`src/plu_pkg.sv`:
```
package plu_pkg;

  localparam int ACC_W      = 32;
  localparam int HALF_W     = 16;
  localparam int ADDR_W     = 11;
  localparam int CNT_W      = 6;
  localparam int BITS_MIN   = 1;
  localparam int BITS_MAX   = 32;
  localparam int STACK_DEPTH = 8;

  // Highest legal starting location per discrete area (octal)
  localparam logic [ADDR_W-1:0] MAX_IO    = 11'o777;
  localparam logic [ADDR_W-1:0] MAX_RELAY = 11'o1777;
  localparam logic [ADDR_W-1:0] MAX_TIMER = 11'o377;
  localparam logic [ADDR_W-1:0] MAX_CTR   = 11'o177;
  localparam logic [ADDR_W-1:0] MAX_SPEC  = 11'o777;

  typedef enum logic [2:0] {
    PLU_AREA_IN,
    PLU_AREA_OUT,
    PLU_AREA_RELAY,
    PLU_AREA_STAGE,
    PLU_AREA_TIMER,
    PLU_AREA_CTR,
    PLU_AREA_SPEC
  } plu_area_t;

  typedef enum logic [2:0] {
    PLU_OP_NONE,
    PLU_OP_OR_BIT_RANGE,
    PLU_OP_OR_WITH_STACK,
    PLU_OP_XOR_WORD,
    PLU_OP_XOR_DOUBLE,
    PLU_OP_XOR_BIT_RANGE
  } plu_op_t;

  typedef struct packed {
    plu_op_t                op;
    plu_area_t              area;
    logic [ADDR_W-1:0]      start;
    logic [CNT_W-1:0]       count;
    logic [ACC_W-1:0]       operand;
  } plu_cmd_t;

  typedef struct packed {
    logic zero_result_flag;
    logic negative_result_flag;
  } plu_flags_t;

endpackage : plu_pkg

```
`src/plu_logic_op_unit.sv`:
```
`timescale 1ns/1ps

// Behaviour
// - Bit-range OR combines accumulator with 1 to 32 discrete bits into accumulator.
// - Bit-range OR uses start location and constant count, exactly that many bits.
// - After bit-range OR, zero flag on zero result, negative on MSB.
// - Start location accepted within each discrete area's documented range.
// - Stack OR: 32-bit OR of accumulator with first stack level.
// - Stack OR pops first level; remaining entries move up one level.
// - After stack OR, zero and negative flags from 32-bit result.
// - Word XOR: low 16 accumulator bits XOR one word location.
// - After word XOR, zero flag on zero result; negative also updated.
// - Double XOR: 32-bit accumulator XOR word pair or constant.
// - After double XOR, zero flag on zero, negative on MSB.
// - Bit-range XOR: accumulator XOR 1 to 32 discrete bits from start and count.
// - After bit-range XOR, zero flag on zero, negative on MSB.
// - Zero flag on when result is zero, off otherwise.
// - Negative flag on when result MSB is set.
// - Flags hold until a later flag-driving instruction overwrites them.
module plu_logic_op_unit #(
  parameter int ACC_W       = plu_pkg::ACC_W,
  parameter int STACK_DEPTH = plu_pkg::STACK_DEPTH
) (
  input  wire logic                     sys_clk,
  input  wire logic                     rst_b,
  input  wire logic                     cmd_valid,
  input  wire plu_pkg::plu_cmd_t        cmd,
  input  wire logic [plu_pkg::BITS_MAX-1:0] disc_bits,
  input  wire logic                     acc_load,
  input  wire logic [ACC_W-1:0]         acc_load_value,
  input  wire logic                     stack_push,
  output logic [ACC_W-1:0]              acc,
  output plu_pkg::plu_flags_t           flags,
  output logic [ACC_W-1:0]              stack_top,
  output logic                          done,
  output logic                          cmd_error
);

  localparam int SP_W = $clog2(STACK_DEPTH + 1);

  logic [ACC_W-1:0]  stack [STACK_DEPTH];
  logic [SP_W-1:0]   stack_used;
  logic [ACC_W-1:0]  range_mask;
  logic [ACC_W-1:0]  range_val;
  logic [ACC_W-1:0]  next_acc;
  logic              addr_ok;
  logic              count_ok;
  logic              is_range;
  logic              accept;
  logic              changes_acc;

  // Start location limit per discrete area
  always_comb begin
    unique case (cmd.area)
      plu_pkg::PLU_AREA_IN,
      plu_pkg::PLU_AREA_OUT:   addr_ok = cmd.start <= plu_pkg::MAX_IO;
      plu_pkg::PLU_AREA_RELAY,
      plu_pkg::PLU_AREA_STAGE: addr_ok = cmd.start <= plu_pkg::MAX_RELAY;
      plu_pkg::PLU_AREA_TIMER: addr_ok = cmd.start <= plu_pkg::MAX_TIMER;
      plu_pkg::PLU_AREA_CTR:   addr_ok = cmd.start <= plu_pkg::MAX_CTR;
      plu_pkg::PLU_AREA_SPEC:  addr_ok = cmd.start <= plu_pkg::MAX_SPEC;
      default:                 addr_ok = 1'b0;
    endcase
  end

  assign count_ok = (cmd.count >= plu_pkg::CNT_W'(plu_pkg::BITS_MIN)) &&
                    (cmd.count <= plu_pkg::CNT_W'(plu_pkg::BITS_MAX));

  assign is_range = (cmd.op == plu_pkg::PLU_OP_OR_BIT_RANGE) ||
                    (cmd.op == plu_pkg::PLU_OP_XOR_BIT_RANGE);

  assign accept = cmd_valid && (cmd.op != plu_pkg::PLU_OP_NONE) &&
                  (!is_range || (addr_ok && count_ok));

  // Keep only count bits, start location at bit 0
  genvar gi;
  generate
    for (gi = 0; gi < ACC_W; gi++) begin : g_mask
      assign range_mask[gi] = (gi < int'(cmd.count));
    end
  endgenerate

  assign range_val = disc_bits & range_mask;

  always_comb begin
    next_acc = acc;
    unique case (cmd.op)
      plu_pkg::PLU_OP_OR_BIT_RANGE:  next_acc = acc | range_val;
      plu_pkg::PLU_OP_OR_WITH_STACK: next_acc = acc | stack[0];
      plu_pkg::PLU_OP_XOR_WORD:
        next_acc = {acc[ACC_W-1:plu_pkg::HALF_W],
                    acc[plu_pkg::HALF_W-1:0] ^ cmd.operand[plu_pkg::HALF_W-1:0]};
      plu_pkg::PLU_OP_XOR_DOUBLE:    next_acc = acc ^ cmd.operand;
      plu_pkg::PLU_OP_XOR_BIT_RANGE: next_acc = acc ^ range_val;
      plu_pkg::PLU_OP_NONE:          next_acc = acc;
      default:                       next_acc = acc;
    endcase
  end

  assign changes_acc = accept;

  // Accumulator
  always_ff @(posedge sys_clk) begin
    if (!rst_b) begin
      acc <= '0;
    end else if (changes_acc) begin
      acc <= next_acc;
    end else if (acc_load) begin
      acc <= acc_load_value;
    end
  end

  // Status flags, held until the next logic instruction
  always_ff @(posedge sys_clk) begin
    if (!rst_b) begin
      flags <= '0;
    end else if (changes_acc) begin
      flags.zero_result_flag     <= (next_acc == '0);
      flags.negative_result_flag <= next_acc[ACC_W-1];
    end
  end

  // Accumulator stack: push shifts down, stack OR pops and shifts up
  always_ff @(posedge sys_clk) begin
    if (!rst_b) begin
      for (int i = 0; i < STACK_DEPTH; i++) begin
        stack[i] <= '0;
      end
      stack_used <= '0;
    end else if (changes_acc && cmd.op == plu_pkg::PLU_OP_OR_WITH_STACK) begin
      for (int i = 0; i < STACK_DEPTH - 1; i++) begin
        stack[i] <= stack[i+1];
      end
      stack[STACK_DEPTH-1] <= '0;
      if (stack_used != '0) begin
        stack_used <= stack_used - SP_W'(1);
      end
    end else if (stack_push) begin
      for (int i = 1; i < STACK_DEPTH; i++) begin
        stack[i] <= stack[i-1];
      end
      stack[0] <= acc;
      if (stack_used != SP_W'(STACK_DEPTH)) begin
        stack_used <= stack_used + SP_W'(1);
      end
    end
  end

  always_ff @(posedge sys_clk) begin
    if (!rst_b) begin
      stack_top <= '0;
    end else begin
      stack_top <= stack[0];
    end
  end

  always_ff @(posedge sys_clk) begin
    if (!rst_b) begin
      done      <= 1'b0;
      cmd_error <= 1'b0;
    end else begin
      done      <= accept;
      cmd_error <= cmd_valid && !accept;
    end
  end

  a_flag_zero_track: assert property (@(posedge sys_clk) disable iff (!rst_b)
    accept |=> flags.zero_result_flag == (acc == '0))
    else $error("zero flag does not match result");

  a_flag_neg_track: assert property (@(posedge sys_clk) disable iff (!rst_b)
    accept |=> flags.negative_result_flag == acc[ACC_W-1])
    else $error("negative flag does not match result");

  a_flags_hold: assert property (@(posedge sys_clk) disable iff (!rst_b)
    !accept |=> $stable(flags))
    else $error("flags changed without an instruction");

  a_or_range_result: assert property (@(posedge sys_clk) disable iff (!rst_b)
    (accept && cmd.op == plu_pkg::PLU_OP_OR_BIT_RANGE)
      |=> acc == ($past(acc) | ($past(disc_bits) & $past(range_mask))))
    else $error("bit-range OR result wrong");

  a_range_count_bits: assert property (@(posedge sys_clk) disable iff (!rst_b)
    (accept && is_range) |-> (range_val >> cmd.count) == '0)
    else $error("bits beyond count used");

  a_range_start_legal: assert property (@(posedge sys_clk) disable iff (!rst_b)
    (cmd_valid && is_range && cmd.area == plu_pkg::PLU_AREA_CTR
       && cmd.start > plu_pkg::MAX_CTR) |=> cmd_error && !done)
    else $error("out of range start accepted");

  a_stack_or_pop: assert property (@(posedge sys_clk) disable iff (!rst_b)
    (accept && cmd.op == plu_pkg::PLU_OP_OR_WITH_STACK)
      |=> acc == ($past(acc) | $past(stack[0])) && stack[0] == $past(stack[1]))
    else $error("stack OR result or pop wrong");

  a_word_xor_upper: assert property (@(posedge sys_clk) disable iff (!rst_b)
    (accept && cmd.op == plu_pkg::PLU_OP_XOR_WORD)
      |=> acc[ACC_W-1:plu_pkg::HALF_W] == $past(acc[ACC_W-1:plu_pkg::HALF_W]))
    else $error("word XOR changed upper half");

  a_double_xor_result: assert property (@(posedge sys_clk) disable iff (!rst_b)
    (accept && cmd.op == plu_pkg::PLU_OP_XOR_DOUBLE)
      |=> acc == ($past(acc) ^ $past(cmd.operand)))
    else $error("double XOR result wrong");

  a_xor_range_result: assert property (@(posedge sys_clk) disable iff (!rst_b)
    (accept && cmd.op == plu_pkg::PLU_OP_XOR_BIT_RANGE)
      |=> acc == ($past(acc) ^ $past(range_val)))
    else $error("bit-range XOR result wrong");

endmodule : plu_logic_op_unit

```
`config.mk`:
```
export PLATFORM = sky130hd
export DESIGN_NAME = plu_logic_op_unit
export DESIGN_NICKNAME = d
export VERILOG_FILES = /design/src/plu_pkg.sv /design/src/plu_logic_op_unit.sv
export SDC_FILE = /design/constraint.sdc
export NUM_CORES = 1
export LEC_CHECK = 0
export BUFFER_PORTS_ARGS = -buffer_cell sky130_fd_sc_hd__clkbuf_2
export CORE_AREA = 2 2 152 228
export CTS_BUF_LIST = sky130_fd_sc_hd__clkbuf_4 sky130_fd_sc_hd__clkbuf_8 sky130_fd_sc_hd__clkbuf_16
export CTS_CLUSTER_DIAMETER = 150
export DETAILED_ROUTE_END_ITERATION = 10
export DIE_AREA = 0 0 154 230
export HOLD_SLACK_MARGIN = 0.06
export PLACE_DENSITY = 0.66
export SYNTH_ARGS = -nofsm -noshare
export SYNTH_HDL_FRONTEND = slang
export SYNTH_SLANG_ARGS = --single-unit
```
`constraint.sdc`:
```
create_clock -name sys_clk -period 6.81 [get_ports sys_clk]
set_clock_uncertainty 0.05 [all_clocks]
set_input_delay 1.0215 -clock sys_clk [delete_from_list [all_inputs] [get_ports sys_clk]]
set_output_delay 1.0215 -clock sys_clk [all_outputs]
set_load 0.1 [all_outputs]
```
; Word level (Yosys, flattened, before mapping)
; Memory sizes are Yosys's and may differ from the RTL's.
; Cells that the tools add are included.
[word_totals]
reg_bits = 68
mem_bits_rw = 256
input_bits = 124
wordCells = 122
mem_count = 1
[op_classes]
order_cmp = 38
n_eq_ne = 11
mux = 28
bitwise = 22
reduce_logical = 16
[mem_list]
columns = name, depth, width, rd, rd_ports_with_merged_regs, wr, line
row1 = stack, 8, 32, 8, 0, 8, plu_logic_op_unit.sv:41  ; logic [ACC_W-1:0] stack [STACK_DEPTH];
[ops]
columns = cell, n
row1 = two-way mux 32 bit, 18
row2 = case mux 32 bit (5 select lines), 1
row3 = "< comparator 5 x 6 -> 1 bit, first input constant", 16
row4 = bitwise OR 32 bit, 2
row5 = bitwise XOR 32 bit, 2
row6 = "< comparator 4 x 6 -> 1 bit, first input constant", 8
row7 = AND 32 bit, 1
row8 = logical NOT 32 bit, 1
row9 = "< comparator 3 x 6 -> 1 bit, first input constant", 4
row10 = bitwise OR 1 bit, 16
row11 = bitwise XOR 16 bit, 1
row12 = "== test 3 bit, second input constant", 5
row13 = "== test 3 x 2 -> 1 bit, second input constant", 4
row14 = "< comparator 1 x 6 -> 1 bit, first input constant", 2
row15 = "< comparator 2 x 6 -> 1 bit, first input constant", 2
row16 = "less-or-equal comparator 11 x 10 -> 1 bit, second input constant", 1
row17 = "less-or-equal comparator 11 x 7 -> 1 bit, second input constant", 1
row18 = "less-or-equal comparator 11 x 8 -> 1 bit, second input constant", 1
row19 = "less-or-equal comparator 11 x 9 -> 1 bit, second input constant", 1
row20 = two-way mux 1 bit, 8
row21 = "== test 3 x 1 -> 1 bit, second input constant", 2
row22 = "greater-or-equal comparator 6 x 1 -> 1 bit, second input constant", 1
row23 = "less-or-equal comparator 6 bit, second input constant", 1
row24 = logical AND 1 bit, 6
row25 = other kinds (8), 10

; Longest topological paths before layout
[logic_depth]
word_depth = 12
depth_mapped = 12

; Least setup slack after synthesis
; OpenSTA, ideal clock, no wires.
[synth_path]
path_type = input port to flip-flop
start = in cmd[33] in the netlist's numbering
end = mem stack[0][0], enable pin
setup_ns = 1.122
t_arrival_ns = 4.902
t_required_ns = 5.638
path_slack_ns = 0.736
stages = 8
path_buffers = 2
path_cell_list = buf_2 > or3_1 > o31ai_1 > a41o_1 > nand2_1 > a21oi_1 > buf_2 > nand2_1
[synth_rtl]
columns = element, line
row1 = start: declaration, plu_logic_op_unit.sv:27  ; input wire plu_pkg::plu_cmd_t cmd,
row2 = end: declaration, plu_logic_op_unit.sv:41

==> results by stage <==
Logic synthesis:
- The net count of the mapped netlist is between 1k and 1.5k.
- Counting instances in the post-synthesis netlist gives the leading cell types as sky130_fd_sc_hd__edfxtp_1, sky130_fd_sc_hd__a22o_1, sky130_fd_sc_hd__buf_2.
- The count of unique library cells instantiated by Yosys is just under 80.
- The sequential element share of the synthesized area is 58.5%.
- The portion of synthesized cell area occupied by the leading cell type is about half.
- Synthesis produced 1,276 cells.
- Counting flops with a built-in enable in the synthesized netlist gives 256.
- In the synthesized netlist the dominant register cell turns out to be sky130_fd_sc_hd__edfxtp_1.
- Of all flip-flops after synthesis, the portion carrying an async set or reset was 0%.
- The cell taking the most area after synthesis is sky130_fd_sc_hd__edfxtp_1.
- The mean area per synthesized cell is about 12 um2.
- The mapped netlist covers around 0.015 mm2.
- The total number of yosys warnings is 0.
- The most instantiated library cell after synthesis is sky130_fd_sc_hd__edfxtp_1.
- Synthesis inferred 324 register bits.
- In the post-synthesis netlist, the biggest area contributors are sky130_fd_sc_hd__edfxtp_1, sky130_fd_sc_hd__a22o_1, sky130_fd_sc_hd__dfxtp_1.

STA:
- The max-slew violation count is 0.
- Setup repair after global routing left no endpoint under its margin.
- The relative max-transition margin is between 10% and 20%.
- Setup slack on the critical path of the routed design comes to ~2.8 ns.
- Setup violations remaining at the end of the flow were counted as 0.
- The pin slew with the least headroom to its limit is approximately 1.2 ns.
- The worst path uses 59.1% of the clock period.
- The number of failing hold endpoints at the final stage is 0.
- For the finished layout, the period the worst path requires is between 4 and 5 ns.
- For the final routed database, the setup TNS stands at 0 ns.
- Derived from the worst setup path, the maximum achievable clock frequency is 249 MHz.

Placement:
- In this run the tool buffered the top-level ports with 184 buffer cells.
- The final weighted congestion in routability-driven placement is approximately 1.
- Detailed placement finished with a half-perimeter wire length of 30.1 mm.
- At the placement stage, the worst setup path has a slack of ~2.2 ns.

Power and ir drop:
- The design internal power is 3.39 mW.
- Combinational cells account for around 15% of the total power.
- Net switching is a little under 30% of the power.
- In this run the power density over the cells is between 200 and 300 mW/mm2.
- VDD sags by at most 0.239 mV.
- The share of power burned in registers is 50.4%.
- The power share of the clock group is between 30% and 40%.
- For this design the total switching power over the nets is ~1.4 mW.
- For this design the static power due to leakage is 6.97 nW.

Routing:
- The first detailed-routing pass took 5 iterations.
- The via density per instance is 6.36.
- In the final routed layout, each cell accounts on average for 24.4 um.
- Once detail routing completed, the nets flagged for antenna violations numbered 0.
- The initial detailed-routing violation count is 1,105.
- The via total after detailed routing is 11.7k.
- The total DRC errors in the routed layout is 0.
- The final layout contains routed wiring with a total length of about 45 mm.

Critical path:
- The worst setup path is of the input pin to flop kind.
- The worst setup path is captured at a flop.
- The kind of launch point of the worst setup path is an input pin.
- The maximum fanout along the worst path is 62.
- The critical path data arrival time is approximately 4.4 ns.
- Data on the critical path is required at its endpoint by roughly 7.2 ns.

Floorplan:
- The die is 230 um tall.
- The count of pins on the block boundary is 192.
- The number of cell rows is ~80.
- The core area is between 0.03 and 0.04 mm2.
- The starting density of the core is ~46%.
- The die extent in x is about 150 um.
- The die outline area is between 0.03 and 0.04 mm2.

Clock network:
- CTS saw approximately 320 sinks.
- Once the clock tree was built, the setup fixing pass inserted 0 buffers.
- Clock-pin slew was measured on the worst setup and hold paths at 0.07 ns.
- The worst-skew pair later-pin latency is roughly 0.56 ns.
- The number of buffers inserted during clock tree synthesis is 31.
- In this run the number of H-tree levels came out at 1.
- Counting along the longest clock path gives a buffer depth of 3.
- CTS placed an instance of sky130_fd_sc_hd__clkbuf_16 at the clock tree root.
- TritonCTS built the clock tree.
- The number of buffers added to fix hold violations after cts is 0.
- The number of gates resized after cts is 0.

GRT:
- The initial antenna violation count came to 0.
- The via count of the first global-routing pass is roughly 11k.
- Global routing used around a quarter of the available tracks.
- The total congestion overflow after global routing is 0.
- The first global-routing pass estimated about 69 mm of wire.
- Entering global routing, the biggest net connects between 150 and 200 pins.

Final layout:
- The layout has between 2k and 3k filler cells.
- The antenna diode count is 0.
- Relative to the synthesized area, the layout overhead comes to 13.5%.
- The final net count is 1,523.
- The share of final-layout standard cells stronger than drive strength 1 is roughly 20%.

Worst hold path:
- The type of the most critical hold path is flop to flop.

Run:
- The tool flagged a number of max-cap violations equal to 0.

Run status:
- The run finished with clean final reports.
registers in the layout (all words and copies together), names as in the netlist:
| register | count |
|---|---|
| cmd_error | 1 |
| stack_top | 32 |
| stack | 256 |
| flags | 2 |
| acc | 32 |
| done | 1 |
area by class of cell:
| cell class | instances | area [um2] | share of cell area (%) |
|---|---|---|---|
| clock buffers | 33 | 791 | 4.50 |
| well taps | 420 | 526 | 2.99 |
| flip-flops and latches | 324 | 9050 | 51.5 |
| multi-input cells | 821 | 5850 | 33.3 |
| repair buffers | 205 | 1120 | 6.35 |
| clock inverters | 25 | 179 | 1.02 |
| inverters | 16 | 60.1 | 0.342 |
power by group through the flow:
stage / Combinational (mW) / Sequential, mW / Clock, mW
after global placement: 0.714 / 2.46 / 0
after global routing: 0.772 / 2.45 / 1.77
after CTS: 0.725 / 2.43 / 1.69
after detailed placement: 0.723 / 2.47 / 0
final: 0.729 / 2.43 / 1.66
after floorplan: 0.330 / 2.63 / 0
metrics by stage:
stage | hold slack, ns | cell area (um2) | power (mW) | std cells | util (%)
finish | 0.450 | 17600 | 4.82 | 1844 | 52.7
CTS | 0.448 | 17600 | 4.84 | 1844 | 52.7
global route | 0.469 | 17600 | 4.99 | 1844 | 52.7
detailed placement | 0.435 | 16600 | 3.19 | 1786 | 49.8
global placement | 0.407 | 16600 | 3.18 | 1786 | 49.8
floorplan | 0.419 | 15500 | 2.96 | 1276 | -
routing by layer:
metal  global-route usage, %  wire length, um  vias up
met1                    35.0            19600     5782
li1                        -                -     5336
met2                    39.3            20800      493
met4                    11.7             2190        0
met3                    2.43             2420      114
met5                       0                0        -
critical path, cell delays in order:
cell and delay, ns:
sky130_fd_sc_hd__clkbuf_2 0.30, sky130_fd_sc_hd__or3_1 0.57, sky130_fd_sc_hd__nand2b_1 0.28, sky130_fd_sc_hd__a41o_1 0.32
sky130_fd_sc_hd__nand2_1 0.30, sky130_fd_sc_hd__and3_4 0.72, sky130_fd_sc_hd__buf_4 0.62, sky130_fd_sc_hd__a22o_1 0.23
logic make-up after synthesis:
family	count (synthesis)	share of synthesized area (%)
AO/OA/AOI/OAI	498	25.0
AND/OR/NAND/NOR	294	10.6
XOR/XNOR	6	0.340
buffers and inverters	131	4.05
flip-flops	324	58.5
multiplexers	23	1.53
final timing paths:
check	to	startpoint	slack, ns	cells after the start
worst max register to register	flags[1]$_SDFFE_PN0N_	acc[11]$_SDFFE_PN0P_	4.22	8
worst min-delay path	flags[0]$_SDFFE_PN0N_	flags[0]$_SDFFE_PN0N_	0.45	2
worst max-delay path	stack[0][93]$_SDFFCE_PN0P_	cmd[34]	2.79	8
worst min register to register	flags[0]$_SDFFE_PN0N_	flags[0]$_SDFFE_PN0N_	0.45	2
layout by cell type, fill, tap and decap left out, types with 5 or more instances in the layout:
cell / instances
sky130_fd_sc_hd__nor2b_1: 34
sky130_fd_sc_hd__or4_1: 5
sky130_fd_sc_hd__a31oi_1: 18
sky130_fd_sc_hd__clkbuf_2: 184
sky130_fd_sc_hd__dfxtp_1: 68
sky130_fd_sc_hd__and3_1: 12
sky130_fd_sc_hd__nor3_1: 16
sky130_fd_sc_hd__a211o_1: 8
sky130_fd_sc_hd__nand4_1: 8
sky130_fd_sc_hd__o22ai_1: 10
sky130_fd_sc_hd__a221oi_1: 6
sky130_fd_sc_hd__or3_1: 6
sky130_fd_sc_hd__a21oi_1: 41
sky130_fd_sc_hd__nand2_1: 56
sky130_fd_sc_hd__o21a_1: 10
sky130_fd_sc_hd__a311oi_1: 5
sky130_fd_sc_hd__o21ai_0: 53
sky130_fd_sc_hd__edfxtp_1: 256
sky130_fd_sc_hd__inv_1: 14
sky130_fd_sc_hd__nand3_1: 14
sky130_fd_sc_hd__mux2i_1: 18
sky130_fd_sc_hd__o31ai_1: 7
sky130_fd_sc_hd__buf_4: 18
sky130_fd_sc_hd__clkinv_1: 7
sky130_fd_sc_hd__nor4_1: 5
sky130_fd_sc_hd__a22o_1: 225
sky130_fd_sc_hd__clkinvlp_4: 5
sky130_fd_sc_hd__nor2_1: 29
sky130_fd_sc_hd__and2_1: 68
sky130_fd_sc_hd__o211ai_1: 10
sky130_fd_sc_hd__mux2_2: 5
sky130_fd_sc_hd__nand2b_1: 8
sky130_fd_sc_hd__o211a_1: 9
sky130_fd_sc_hd__clkinv_2: 6
sky130_fd_sc_hd__a211oi_1: 47
sky130_fd_sc_hd__clkbuf_16: 31
No activity file was read; power rests on OpenSTA's default activity.
